===== config.mk =====
export PLATFORM = sky130hd
export DESIGN_NAME = rate_divider
export DESIGN_NICKNAME = d
export VERILOG_FILES = /design/src/include/rate_divider_pkg.sv /design/src/logic/rate_divider.sv
export VERILOG_INCLUDE_DIRS = /design/src /design/src/include
export SDC_FILE = /design/constraint.sdc
export NUM_CORES = 1
export LEC_CHECK = 0
export ABC_CLOCK_PERIOD_IN_PS = 7600
export BUFFER_PORTS_ARGS = -buffer_cell sky130_fd_sc_hd__buf_2
export CORE_ASPECT_RATIO = 1.75
export CORE_UTILIZATION = 65
export DETAILED_ROUTE_END_ITERATION = 8
export PLACE_DENSITY = 0.88
export SYNTH_ARGS = -nofsm -noshare
export SYNTH_HDL_FRONTEND = slang
export SYNTH_SLANG_ARGS = --single-unit

===== constraint.sdc =====
create_clock -name clk -period 7.6 [get_ports clk]
set_clock_uncertainty 0.2 [all_clocks]
set_input_delay 1.9 -clock clk [delete_from_list [all_inputs] [get_ports clk]]
set_output_delay 1.9 -clock clk [all_outputs]
set_load 0.03 [all_outputs]

===== src/include/rate_divider_defs.svh =====
// Behaviour
// [RULE1] Divider counts the current system clock only.
// [RULE2] Receive line sampled thrice, majority decides.
// [RULE3] Async 8-bit low speed: clock/(64(n+1)).
// [RULE4] Async 16-bit low speed: clock/(16(n+1)).
// [RULE5] Sync 8-bit: clock/(4(n+1)), speed ignored.
// [RULE6] Divisor is high byte above low byte.
// [RULE7] Other modes: prescale 16 or 4.
// [RULE8] Divisor byte write restarts divider timer.
// [RULE9] 8-bit after reset; high byte then ignored.
// [RULE10] Sync mode ignores high-speed selection.
`ifndef RATE_DIVIDER_DEFS_SVH
`define RATE_DIVIDER_DEFS_SVH

// ----------------------------------------
// Register offsets
// ----------------------------------------
`define OFS_TX_CONTROL_STATUS 3'h0
`define OFS_RX_CONTROL_STATUS 3'h1
`define OFS_RATE_CONTROL 3'h2
`define OFS_DIVISOR_HIGH 3'h3
`define OFS_DIVISOR_LOW 3'h4
`define OFS_RATE_STATUS 3'h5

// ----------------------------------------
// Field positions
// ----------------------------------------
`define BIT_SYNC_MODE 4
`define BIT_HIGH_SPEED 2
`define BIT_WIDE_DIVIDER 3
`define BIT_PORT_ENABLE 7

// ----------------------------------------
// Reset values and prescale counts
// ----------------------------------------
`define RST_BYTE 8'h00
`define PRESCALE_64 7'h40
`define PRESCALE_16 7'h10
`define PRESCALE_4 7'h04
`define SAMPLE_COUNT 2'h3

`endif


===== src/include/rate_divider_pkg.sv =====
`default_nettype none
package rate_divider_pkg;

  // One register-port request.
  typedef struct packed {
    logic [2:0] addr;
    logic [7:0] wdata;
    logic wr;
    logic rd;
  } reg_req_t;

  // Mode decoded from the control bits.
  typedef enum logic [1:0] {
    MODE_ASYNC_LOW,
    MODE_ASYNC_HIGH,
    MODE_SYNC
  } rate_mode_t;

endpackage : rate_divider_pkg
`default_nettype wire


===== src/logic/rate_divider.sv =====
// The plain strobed port and the register addresses are this design's own decisions.
`include "rate_divider_defs.svh"
`default_nettype none
module rate_divider
  import rate_divider_pkg::*;
#(
  parameter int DIV_WIDTH = 16
) (
  input wire logic clk,
  input wire logic rst_n,
  input wire reg_req_t req,
  output logic [7:0] rdata,
  input wire logic rx_line,
  output logic bit_tick,
  output logic sample_tick,
  output logic rx_level
);

  // The divisor pair is exactly two bytes wide, so no other width can be served.
  if (DIV_WIDTH != 16) begin : g_bad_width
    $error("DIV_WIDTH must be 16");
  end

  logic [7:0] tx_control_status_reg;
  logic [7:0] rx_control_status_reg;
  logic [7:0] rate_control_reg;
  logic [7:0] divisor_high_byte_reg;
  logic [7:0] divisor_low_byte_reg;
  logic [DIV_WIDTH-1:0] timer_reg;
  logic [6:0] pre_reg;
  logic [1:0] samp_reg;
  logic [1:0] votes_reg;
  logic div_write;
  logic wr_tx;
  logic wr_rx;
  logic wr_rate;
  logic wr_hi;
  logic wr_lo;
  logic port_enable;
  logic restart;
  logic pre_wrap;
  logic timer_wrap;
  logic sample_hit;
  logic wide;
  logic [DIV_WIDTH-1:0] divisor;
  logic [6:0] prescale;
  rate_mode_t mode;

  // ----------------------------------------
  // Mode and divisor decode
  // ----------------------------------------
  assign wide = rate_control_reg[`BIT_WIDE_DIVIDER];
  // High byte only counts when the wide divider is selected.
  assign divisor = wide ? {divisor_high_byte_reg, divisor_low_byte_reg} // [RULE6]
                        : {8'h00, divisor_low_byte_reg}; // [RULE9]
  assign div_write = wr_hi || wr_lo;

  // Sync mode wins over the speed bit, which it never looks at.
  always_comb begin
    if (tx_control_status_reg[`BIT_SYNC_MODE]) begin
      mode = MODE_SYNC; // [RULE10]
    end else if (tx_control_status_reg[`BIT_HIGH_SPEED]) begin
      mode = MODE_ASYNC_HIGH;
    end else begin
      mode = MODE_ASYNC_LOW;
    end
  end

  // Prescale per mode; the whole rate is prescale times divisor plus one.
  always_comb begin
    unique case (mode)
      MODE_ASYNC_LOW: prescale = wide ? `PRESCALE_16 : `PRESCALE_64; // [RULE3] [RULE4]
      MODE_ASYNC_HIGH: prescale = wide ? `PRESCALE_4 : `PRESCALE_16; // [RULE7]
      MODE_SYNC: prescale = `PRESCALE_4; // [RULE5] [RULE7]
    endcase
  end

  // ----------------------------------------
  // Register port
  // ----------------------------------------
  // One strobe per register keeps each store in its own small process.
  // Writes to unmapped offsets match no strobe and are dropped.
  assign wr_tx = req.wr && (req.addr == `OFS_TX_CONTROL_STATUS);
  assign wr_rx = req.wr && (req.addr == `OFS_RX_CONTROL_STATUS);
  assign wr_rate = req.wr && (req.addr == `OFS_RATE_CONTROL);
  assign wr_hi = req.wr && (req.addr == `OFS_DIVISOR_HIGH);
  assign wr_lo = req.wr && (req.addr == `OFS_DIVISOR_LOW);

  // Transmit control: holds the sync mode and speed selection bits.
  always_ff @(posedge clk) begin
    if (!rst_n) begin
      tx_control_status_reg <= `RST_BYTE;
    end else if (wr_tx) begin
      tx_control_status_reg <= req.wdata;
    end
  end

  // Receive control: its top bit gates the whole divider.
  always_ff @(posedge clk) begin
    if (!rst_n) begin
      rx_control_status_reg <= `RST_BYTE;
    end else if (wr_rx) begin
      rx_control_status_reg <= req.wdata;
    end
  end

  // Rate control keeps only its writable bits, so reserved bits read zero.
  always_ff @(posedge clk) begin
    if (!rst_n) begin
      rate_control_reg <= `RST_BYTE; // [RULE9]
    end else if (wr_rate) begin
      rate_control_reg <= req.wdata & 8'h1b;
    end
  end

  // High divisor byte; stored even while the narrow divider ignores it.
  always_ff @(posedge clk) begin
    if (!rst_n) begin
      divisor_high_byte_reg <= `RST_BYTE;
    end else if (wr_hi) begin
      divisor_high_byte_reg <= req.wdata;
    end
  end

  // Low divisor byte.
  always_ff @(posedge clk) begin
    if (!rst_n) begin
      divisor_low_byte_reg <= `RST_BYTE;
    end else if (wr_lo) begin
      divisor_low_byte_reg <= req.wdata;
    end
  end

  // Read data stand one cycle after the strobe; unmapped reads give zero.
  always_ff @(posedge clk) begin
    if (!rst_n) begin
      rdata <= 8'h00;
    end else if (req.rd) begin
      unique case (req.addr)
        `OFS_TX_CONTROL_STATUS: rdata <= tx_control_status_reg;
        `OFS_RX_CONTROL_STATUS: rdata <= rx_control_status_reg;
        `OFS_RATE_CONTROL: rdata <= rate_control_reg;
        `OFS_DIVISOR_HIGH: rdata <= divisor_high_byte_reg;
        `OFS_DIVISOR_LOW: rdata <= divisor_low_byte_reg;
        `OFS_RATE_STATUS: rdata <= {5'h00, rx_level, mode};
        default: rdata <= 8'h00;
      endcase
    end else begin
      rdata <= 8'h00;
    end
  end

  // ----------------------------------------
  // Divider timer
  // ----------------------------------------
  // Counts system clock edges only, so a clock change needs a new divisor.
  assign port_enable = rx_control_status_reg[`BIT_PORT_ENABLE];
  // A divisor write restarts the count, so a new rate never waits out an old one.
  assign restart = div_write || !port_enable; // [RULE8]
  assign pre_wrap = pre_reg >= prescale - 7'h01; // [RULE1]
  assign timer_wrap = timer_reg >= divisor;
  // Three samples land in the middle of the bit period.
  assign sample_hit = (timer_reg == (divisor >> 1)) && (pre_reg >= (prescale >> 1) - 7'h02)
                      && (pre_reg < (prescale >> 1) + 7'h01);

  // Prescale counter, one step per system clock.
  always_ff @(posedge clk) begin
    if (!rst_n || restart) begin
      pre_reg <= 7'h00; // [RULE8]
    end else if (pre_wrap) begin
      pre_reg <= 7'h00;
    end else begin
      pre_reg <= pre_reg + 7'h01;
    end
  end

  // Divisor timer, one step per prescale wrap.
  always_ff @(posedge clk) begin
    if (!rst_n || restart) begin
      timer_reg <= '0; // [RULE8]
    end else if (pre_wrap) begin
      if (timer_wrap) begin
        timer_reg <= '0;
      end else begin
        timer_reg <= timer_reg + {{(DIV_WIDTH - 1){1'b0}}, 1'b1};
      end
    end
  end

  // Bit pulse at the end of each full period.
  always_ff @(posedge clk) begin
    if (!rst_n || restart) begin
      bit_tick <= 1'b0;
    end else begin
      bit_tick <= pre_wrap && timer_wrap;
    end
  end

  // Sample pulses never fall on a wrap step, so a burst stays inside one bit.
  always_ff @(posedge clk) begin
    if (!rst_n || restart) begin
      sample_tick <= 1'b0;
    end else begin
      sample_tick <= !pre_wrap && sample_hit;
    end
  end

  // ----------------------------------------
  // Majority detect
  // ----------------------------------------
  // The two earlier samples of a burst; the third is the line itself.
  always_ff @(posedge clk) begin
    if (!rst_n) begin
      votes_reg <= 2'h3;
    end else if (sample_tick) begin
      votes_reg <= {votes_reg[0], rx_line};
    end
  end

  // Sample counter; a bit boundary realigns it so a cut burst cannot skew any vote after that boundary.
  always_ff @(posedge clk) begin
    if (!rst_n) begin
      samp_reg <= 2'h0;
    end else if (sample_tick) begin
      if (samp_reg == `SAMPLE_COUNT - 2'h1) begin
        samp_reg <= 2'h0;
      end else begin
        samp_reg <= samp_reg + 2'h1;
      end
    end else if (bit_tick) begin
      samp_reg <= 2'h0;
    end
  end

  // Two of three samples decide, so a single glitch cannot flip the level.
  always_ff @(posedge clk) begin
    if (!rst_n) begin
      rx_level <= 1'b1;
    end else if (sample_tick && samp_reg == `SAMPLE_COUNT - 2'h1) begin
      rx_level <= (votes_reg[1] & votes_reg[0]) | (votes_reg[1] & rx_line) | (votes_reg[0] & rx_line); // [RULE2]
    end
  end

endmodule : rate_divider
`default_nettype wire


==> impl_summary.txt, run 1 <==
----------------------------------------------------
[Placed design]
  Area of placed instances ... 4240 sq um
  Post-Place Worst Slack ... 3.60 ns
  Number of instances in the placed design ... 572
  HPWL after detailed placement ... 7.08 mm
  Count of buffers from port buffering ... 26
  Placer congestion estimate ... 0.951

[Critical path]
  Logic depth of the worst register-to-register path ... 7
  Highest cell delay on the worst timing path ... 0.57 ns
  Launching element type of the critical path ... primary input
  Path length in cells of the critical path ... 7
  Worst path top cell family by delay ... compound AO/OA/AOI/OAI gates
  Maximum fanout encountered on the critical timing path ... 22
  Signal arrival time at the worst endpoint ... 3.67 ns
  Library cell appearing most often on the critical path ... sky130_fd_sc_hd__a21oi_1
  Reg2Reg Setup Slack ... 4.39 ns
  Buf/Inv on CP ... 1
  Start-to-end type of the worst setup path ... in -> reg
  Required time at the worst-slack endpoint ... 7.61 ns
  Critical path cell sequence ... buf_2 -> nor2_2 -> a21oi_1 -> o211ai_1 -> nor2b_1 -> o21ai_1 -> a21oi_1
  Slowest stage cell on the critical path ... sky130_fd_sc_hd__o21ai_1
  Critical path capture point type ... flop
  Startpoint of the worst-slack reg-to-reg timing path ... rate_control_reg[3]
  Worst r2r dst ... timer_reg[12]

[Clock network]
  Number of CTS-inserted buffers ... 9
  Root Buffer ... sky130_fd_sc_hd__clkbuf_8
  Clock-pin slew of the registers on the worst-case setup and hold paths ... 0.08 ns
  Max Buffers Root-to-Sink ... 2
  CTS hold repair buffers ... 0
  Clock H-tree levels ... 3
  TritonCTS clock tree ... built
  Buffers inserted by post-CTS timing repair ... 0
  Clock Latency Late Sink ... 0.37 ns
  Total clock sinks ... 74
  Number of gates given a new drive strength after cts ... 0

[Detailed routing]
  Detailed-router iteration count before antenna repair ... 5
  Detailed Route Iter0 Violations ... 266
  Drt wl/cell ... 16.4 microns
  Final Routed Wirelength ... 9.66 mm
  Routed vias/inst ... 5.97
  Number of vias in the routed layout ... 3512
  Antenna violation net count after detailed routing ... 0
  DRC violations left ... 0

[Yosys]
  Per-instance average area after synthesis ... 8.44 sq um
  Cell count after synthesis ... 490
  Number of nets produced by synthesis ... 532
  Yosys warns ... 0
  Combined area of all synthesized cells ... 4140 sq um
  Ys flop type ... sky130_fd_sc_hd__dfxtp_1
  FFs w/ async S/R, synth ... 0
  Proportion of synthesized chip area in sequential cells ... 0.358
  Synthesized flop and latch total ... 74
  Number of enable-type register cells in the synthesized netlist ... 0
  Synth cell types ... 53

[Min path]
  End point of the most critical hold path ... tx_control_status_reg[6]
  Worst hold start ... tx_control_status_reg[6]
  Worst Hold Path Cells ... 2
  Path category of the worst min-delay check ... reg -> reg

[Timing]
  Sum of negative setup slack ... 0 ns
  Final critical-path setup slack ... 3.94 ns
  Setup repair after global routing missed its margin ... false
  Hold_ws ... 0.278 ns
  F_max ... 273 MHz
  Max_slew headroom ... 0.284
  Final Slew Violations ... 0
  Endpoints failing hold ... 0
  Clock period minus final worst setup slack ... 3.66 ns
  Final cycle utilization of the critical path ... 0.482
  Final setup vio count ... 0
  Measured slew at the worst slew-check pin ... 1.07 ns

[Final layout]
  Area growth from synthesis to layout ... 7.23%
  Final nets ... 545
  Number of flip-flops in the largest register ... 16
  Share of post-route cells with drive strength above 1 ... 0.108
  Final Util ... 0.717
  Number of non-filler instances in the completed layout ... 588
  Antenna Diode Count ... 0
  Finished Cell Area ... 4430 sq um

[Pwr]
  Worst VDD drop ... 0.000139 V
  Pwr dens ... 166 nW/um^2
  Post-layout power ... 0.735 mW
  Leak ... 1.69 nW

[Global route]
  Grt ovf ... 0
  Antenna violations before repair ... 0
  Via count of the first global-routing pass ... 3343
  Total Routing Usage GR ... 0.313
  Wire length of the first global-routing pass ... 15.9 mm
  Maximum number of pins on one net before global-route repair ... 44

[Die]
  Die boundary width ... 62.3 microns
  Die Ht ... 108 microns
  Overall die area ... 6700 sq um
  I/O pin cnt ... 27
  Total number of placement rows ... 38
  Starting Density ... 0.669
  Core region area ... 6180 sq um

[Run status]
  Result of the run ... complete, no violations

[Job]
  Number of violations of the max-capacitance limit ... 0

----------------------------------------------------
per-layer routing:
metal	GRT usage	vias to the layer above	routed length (microns)
met5	0	-	0
met4	0.183	0	389
met3	0.0710	28	376
met2	0.560	97	5180
met1	0.331	1662	3720
li1	-	1725	-
worst max-delay path by stage:
stage	slack, ns	to	startpoint
5_1_grt	3.68	timer_reg[7]	req[10]
2_1_floorplan	4.05	timer_reg[10]	req[11]
3_3_place_gp	3.66	timer_reg[11]	req[10]
6_report	3.94	timer_reg[12]	req[10]
3_5_place_dp	3.60	timer_reg[7]	req[10]
4_1_cts	3.97	timer_reg[12]	req[10]
synthesized netlist by cell type (2+ instances only):
cell type | n | share of area
sky130_fd_sc_hd__o21ai_0 | 19 | 0.023
sky130_fd_sc_hd__buf_1 | 2 | 0.0018
sky130_fd_sc_hd__nor4_1 | 5 | 0.0076
sky130_fd_sc_hd__a21boi_0 | 32 | 0.058
sky130_fd_sc_hd__mux2_2 | 3 | 0.0082
sky130_fd_sc_hd__nor2b_1 | 7 | 0.011
sky130_fd_sc_hd__mux2i_1 | 13 | 0.031
sky130_fd_sc_hd__xnor2_1 | 26 | 0.055
sky130_fd_sc_hd__a211o_1 | 2 | 0.0042
sky130_fd_sc_hd__o21a_1 | 2 | 0.0036
sky130_fd_sc_hd__nand3b_1 | 5 | 0.0091
sky130_fd_sc_hd__and3_1 | 5 | 0.0076
sky130_fd_sc_hd__nor3_1 | 5 | 0.0061
sky130_fd_sc_hd__nand2b_1 | 5 | 0.0076
sky130_fd_sc_hd__inv_1 | 14 | 0.013
sky130_fd_sc_hd__nand2_1 | 89 | 0.081
sky130_fd_sc_hd__a211oi_1 | 2 | 0.0036
sky130_fd_sc_hd__and4_1 | 2 | 0.0042
sky130_fd_sc_hd__maj3_1 | 2 | 0.0048
sky130_fd_sc_hd__clkbuf_1 | 17 | 0.015
sky130_fd_sc_hd__or3_1 | 2 | 0.0030
sky130_fd_sc_hd__nand4_1 | 3 | 0.0045
sky130_fd_sc_hd__a31oi_1 | 6 | 0.0091
sky130_fd_sc_hd__xor2_1 | 6 | 0.013
sky130_fd_sc_hd__nor3b_1 | 2 | 0.0036
sky130_fd_sc_hd__a21o_1 | 7 | 0.013
sky130_fd_sc_hd__mux4_2 | 3 | 0.016
sky130_fd_sc_hd__ha_1 | 26 | 0.079
sky130_fd_sc_hd__dfxtp_1 | 74 | 0.36
sky130_fd_sc_hd__buf_6 | 4 | 0.011
sky130_fd_sc_hd__a22oi_1 | 5 | 0.0091
sky130_fd_sc_hd__nor2_1 | 33 | 0.030
sky130_fd_sc_hd__and4bb_2 | 2 | 0.0061
sky130_fd_sc_hd__nand3_1 | 15 | 0.018
sky130_fd_sc_hd__o211ai_1 | 2 | 0.0036
sky130_fd_sc_hd__a21oi_1 | 26 | 0.031
cells in the final DEF, fill, tap and decap left out, types with 5 or more instances in the layout:
cell	count
sky130_fd_sc_hd__nand2_1	89
sky130_fd_sc_hd__dfxtp_1	74
sky130_fd_sc_hd__nor2_1	33
sky130_fd_sc_hd__a21boi_0	32
sky130_fd_sc_hd__a21oi_1	26
sky130_fd_sc_hd__xnor2_1	26
sky130_fd_sc_hd__ha_1	26
sky130_fd_sc_hd__buf_2	26
sky130_fd_sc_hd__o21ai_0	19
sky130_fd_sc_hd__nand3_1	15
sky130_fd_sc_hd__inv_1	14
sky130_fd_sc_hd__mux2i_1	13
sky130_fd_sc_hd__clkbuf_8	12
sky130_fd_sc_hd__a21o_1	7
sky130_fd_sc_hd__nor2b_1	7
sky130_fd_sc_hd__a31oi_1	6
sky130_fd_sc_hd__xor2_1	6
sky130_fd_sc_hd__nand2b_1	5
sky130_fd_sc_hd__nor3_1	5
sky130_fd_sc_hd__nor4_1	5
sky130_fd_sc_hd__and3_1	5
sky130_fd_sc_hd__nand3b_1	5
sky130_fd_sc_hd__a22oi_1	5
cell families (layout without fill, tap and decap cells):
| group | count (synthesis) | count (layout) | share of synthesized area |
|---|---|---|---|
| AOI/OAI and AO/OA | 109 | 109 | 0.173 |
| DFF | 74 | 74 | 0.358 |
| buffers and inverters | 38 | 56 | 0.0421 |
| other | 1 | 1 | 0.000907 |
| xor gates and xnor gates | 32 | 32 | 0.0678 |
| muxes | 19 | 19 | 0.0560 |
| and+or+nand+nor | 189 | 189 | 0.218 |
| adders and majority gates | 28 | 28 | 0.0835 |
power breakdown:
part           internal (mW)  leakage [nW]  switching [mW]
Clock                  0.144        0.0944           0.149
Combinational         0.0177         0.997          0.0278
Sequential             0.392         0.597         0.00526
Total                  0.554          1.69           0.182
area by class of cell:
cell class                      count  area, sq um
Multi-Input combinational cell    378         2480
Fill cell                         477         1750
Sequential cell                    74         1480
Clock buffer                       12          165
Timing Repair Buffer               26          130
Tap cell                           80          100
Inverter                           14         52.6
Clock inverter                      4         25.0
worst reg2reg max path, cell delays in order (launching register included):
cell and delay, ns:
sky130_fd_sc_hd__dfxtp_1 0.80, sky130_fd_sc_hd__nand2_1 0.12, sky130_fd_sc_hd__ha_1 0.32, sky130_fd_sc_hd__a21oi_1 0.06
sky130_fd_sc_hd__o21ai_0 0.32, sky130_fd_sc_hd__o21ai_0 0.19, sky130_fd_sc_hd__o21ai_1 0.86, sky130_fd_sc_hd__a21oi_1 0.17
No activity file was read; power rests on OpenSTA's default activity.
==> inputs of run 2 (changes only) <==
--- a/config.mk
+++ b/config.mk
@@ -6,12 +6,12 @@
 export SDC_FILE = /design/constraint.sdc
 export NUM_CORES = 1
 export LEC_CHECK = 0
-export ABC_CLOCK_PERIOD_IN_PS = 7600
+export ABC_CLOCK_PERIOD_IN_PS = 3700
 export BUFFER_PORTS_ARGS = -buffer_cell sky130_fd_sc_hd__buf_2
 export CORE_ASPECT_RATIO = 1.75
-export CORE_UTILIZATION = 65
+export CORE_UTILIZATION = 61
 export DETAILED_ROUTE_END_ITERATION = 8
-export PLACE_DENSITY = 0.88
+export PLACE_DENSITY = 0.83
 export SYNTH_ARGS = -nofsm -noshare
 export SYNTH_HDL_FRONTEND = slang
 export SYNTH_SLANG_ARGS = --single-unit
==> constraint.sdc (replaced) <==
create_clock -name clk -period 3.7 [get_ports clk]
set_clock_uncertainty 0.2 [all_clocks]
set_input_delay 0.925 -clock clk [delete_from_list [all_inputs] [get_ports clk]]
set_output_delay 0.925 -clock clk [all_outputs]
set_load 0.03 [all_outputs]
==> run 2 against run 1 <==
Global-route usage fell by 0.54 points. Die area up 6.4%. Hold slack got worse by 0.0090 ns. Critical endpoint is now sample_tick.
==> impl_summary.txt, run 2 (same netlist as run 1, synthesis figures left out) <==
----------------------------------------------------
[Run status]
  Result of the run ... complete, no violations (unchanged)

[Final layout]
  Share of post-route cells with drive strength above 1 ... 0.112 (was 0.108)
  Number of flip-flops in the largest register ... 16 (unchanged)
  Area growth from synthesis to layout ... 10.6% (was 7.23%)
  Final nets ... 548 (was 545)
  Number of non-filler instances in the completed layout ... 593 (was 588)
  Finished Cell Area ... 4570 sq um (was 4430 sq um)
  Most frequent standard cell in the layout excluding fill and tap cells ... sky130_fd_sc_hd__nand2_1 (unchanged)
  Fill cell instance count of the final layout ... 527 (was 477)
  Antenna Diode Count ... 0 (unchanged)
  Commonest non-fill, non-tap cells in the layout ... 89 x sky130_fd_sc_hd__nand2_1, 74 x sky130_fd_sc_hd__dfxtp_1, 33 x sky130_fd_sc_hd__nor2_1 (unchanged)
  Final Util ... 0.699 (was 0.717)

[Pwr]
  Pwr dens ... 394 nW/um^2 (was 166 nW/um^2)
  Post-layout power ... 1.80 mW (was 0.735 mW)
  Cell internal power dissipation ... 1.39 mW (was 0.554 mW)
  Worst VDD drop ... 0.000323 V (was 0.000139 V)
  Leak ... 1.76 nW (was 1.69 nW)
  Register share of total power ... 0.452 (was 0.540)
  Clock Power Share ... 0.495 (was 0.398)
  Net switching share of the total power ... 0.230 (was 0.247)
  Net switching power figure ... 0.416 mW (was 0.182 mW)
  Fraction of power consumed by combinational cells ... 0.053 (was 0.062)

[Die]
  Die Ht ... 111 microns (was 108 microns)
  Die boundary width ... 64.2 microns (was 62.3 microns)
  Overall die area ... 7130 sq um (was 6700 sq um)
  Starting Density ... 0.632 (was 0.669)
  Core region area ... 6540 sq um (was 6180 sq um)
  I/O pin cnt ... 27 (unchanged)
  Total number of placement rows ... 39 (was 38)

[Global route]
  Antenna violations before repair ... 0 (unchanged)
  Via count of the first global-routing pass ... 3568 (was 3343)
  Grt ovf ... 0 (unchanged)
  Maximum number of pins on one net before global-route repair ... 43 (was 44)
  Wire length of the first global-routing pass ... 16.6 mm (was 15.9 mm)
  Total Routing Usage GR ... 0.307 (was 0.313)

[Clock network]
  CTS hold repair buffers ... 0 (unchanged)
  Root Buffer ... sky130_fd_sc_hd__clkbuf_16 (was sky130_fd_sc_hd__clkbuf_8)
  Clock H-tree levels ... 3 (unchanged)
  Number of CTS-inserted buffers ... 9 (unchanged)
  TritonCTS clock tree ... built (unchanged)
  Clock Latency Late Sink ... 0.34 ns (was 0.37 ns)
  Number of gates given a new drive strength after cts ... 0 (unchanged)
  Clock-pin slew of the registers on the worst-case setup and hold paths ... 0.06 ns (was 0.08 ns)
  Max Buffers Root-to-Sink ... 2 (unchanged)
  Buffers inserted by post-CTS timing repair ... 0 (unchanged)
  Total clock sinks ... 74 (unchanged)

[Timing]
  Final Slew Violations ... 0 (unchanged)
  Clock period minus final worst setup slack ... 2.76 ns
  Final setup vio count ... 0 (unchanged)
  Setup repair after global routing missed its margin ... false (unchanged)
  Sum of negative setup slack ... 0 ns (unchanged)
  Max_slew headroom ... 0.426 (was 0.284)
  Endpoints failing hold ... 0 (unchanged)
  Measured slew at the worst slew-check pin ... 0.854 ns (was 1.07 ns)
  Final cycle utilization of the critical path ... 0.745
  Hold_ws ... 0.269 ns (was 0.278 ns)
  Final critical-path setup slack ... 0.944 ns (was 3.94 ns)
  F_max ... 363 MHz

[Detailed routing]
  Detailed Route Iter0 Violations ... 226 (was 266)
  Routed vias/inst ... 6.09 (was 5.97)
  DRC violations left ... 0 (unchanged)
  Detailed-router iteration count before antenna repair ... 6 (was 5)
  Final Routed Wirelength ... 9.92 mm (was 9.66 mm)
  Drt wl/cell ... 16.7 microns (was 16.4 microns)
  Antenna violation net count after detailed routing ... 0 (unchanged)
  Number of vias in the routed layout ... 3612 (was 3512)

[Min path]
  Path category of the worst min-delay check ... reg -> reg (unchanged)

[Critical path]
  Signal arrival time at the worst endpoint ... 2.80 ns (was 3.67 ns)
  Required time at the worst-slack endpoint ... 3.75 ns (was 7.61 ns)
  Launching element type of the critical path ... flop (was primary input)
  Start-to-end type of the worst setup path ... reg -> reg (was in -> reg)
  Maximum fanout encountered on the critical timing path ... 24 (was 22)
  Critical path capture point type ... flop (unchanged)

[Placed design]
  HPWL after detailed placement ... 7.31 mm (was 7.08 mm)
  Number of instances in the placed design ... 577 (was 572)
  Post-Place Worst Slack ... 0.972 ns (was 3.60 ns)
  Count of buffers from port buffering ... 26 (unchanged)
  Area of placed instances ... 4270 sq um (was 4240 sq um)
  Placer congestion estimate ... 0.957 (was 0.951)

[Job]
  Number of violations of the max-capacitance limit ... 0 (unchanged)

----------------------------------------------------
==> run 2: changes by cell type in the layout (fill, tap and decap cells not counted) <==
cell                         change
sky130_fd_sc_hd__bufinv_16       +1
sky130_fd_sc_hd__clkbuf_16       +9
sky130_fd_sc_hd__clkinv_4        +1
sky130_fd_sc_hd__buf_4           +3
sky130_fd_sc_hd__clkbuf_1        +1
sky130_fd_sc_hd__inv_6           +2
sky130_fd_sc_hd__clkinv_2        -1
sky130_fd_sc_hd__clkinvlp_4      -2
sky130_fd_sc_hd__clkbuf_8       -11
==> run 2: area by class of cell <==
type | count | area (sq um) | share of cell area
clock buffer | 11 | 243 | 0.0531
clock inverter | 5 | 61.3 | 0.0134
inverter | 14 | 52.6 | 0.0115
multi-input combinational | 378 | 2480 | 0.542
sequential | 74 | 1480 | 0.324
tap | 82 | 103 | 0.0224
timing repair buffer | 29 | 153 | 0.0334
==> run 2: final timing paths <==
| kind | from | endpoint | slack (ns) | cells past startpoint |
|---|---|---|---|---|
| setup / recovery | rate_control_reg[3] | sample_tick | 0.94 | 8 |
| hold / removal | tx_control_status_reg[0] | tx_control_status_reg[0] | 0.27 | 2 |
| setup reg to reg | rate_control_reg[3] | sample_tick | 0.94 | 8 |
| hold reg to reg | tx_control_status_reg[0] | tx_control_status_reg[0] | 0.27 | 2 |
==> run 2: worst max-delay path: stages (launching register included) <==
cell and delay (ns):
sky130_fd_sc_hd__dfxtp_1 0.40, sky130_fd_sc_hd__a21oi_1 0.33, sky130_fd_sc_hd__inv_1 0.11, sky130_fd_sc_hd__ha_1 0.23, sky130_fd_sc_hd__a211o_1 0.29, sky130_fd_sc_hd__a221oi_2 0.24, sky130_fd_sc_hd__o21a_4 0.31, sky130_fd_sc_hd__nand2b_4 0.21
sky130_fd_sc_hd__nor4_1 0.32
==> run 2: routing by layer <==
| metal | GRT usage | vias up | wire [microns] |
|---|---|---|---|
| li1 | - | 1732 | - |
| met1 | 0.310 | 1717 | 3580 |
| met2 | 0.555 | 128 | 5370 |
| met3 | 0.0597 | 35 | 442 |
| met4 | 0.193 | 0 | 519 |
| met5 | 0 | - | 0 |
==> run 2: power groups by stage <==
stage | Sequential (mW) | Clock [mW] | Combinational [mW]
6_report | 0.816 | 0.892 | 0.0954
5_1_grt | 0.817 | 0.937 | 0.104
4_1_cts | 0.816 | 0.902 | 0.0942
3_5_place_dp | 0.833 | 0 | 0.0930
3_3_place_gp | 0.833 | 0 | 0.0905
2_1_floorplan | 0.831 | 0 | 0.0629
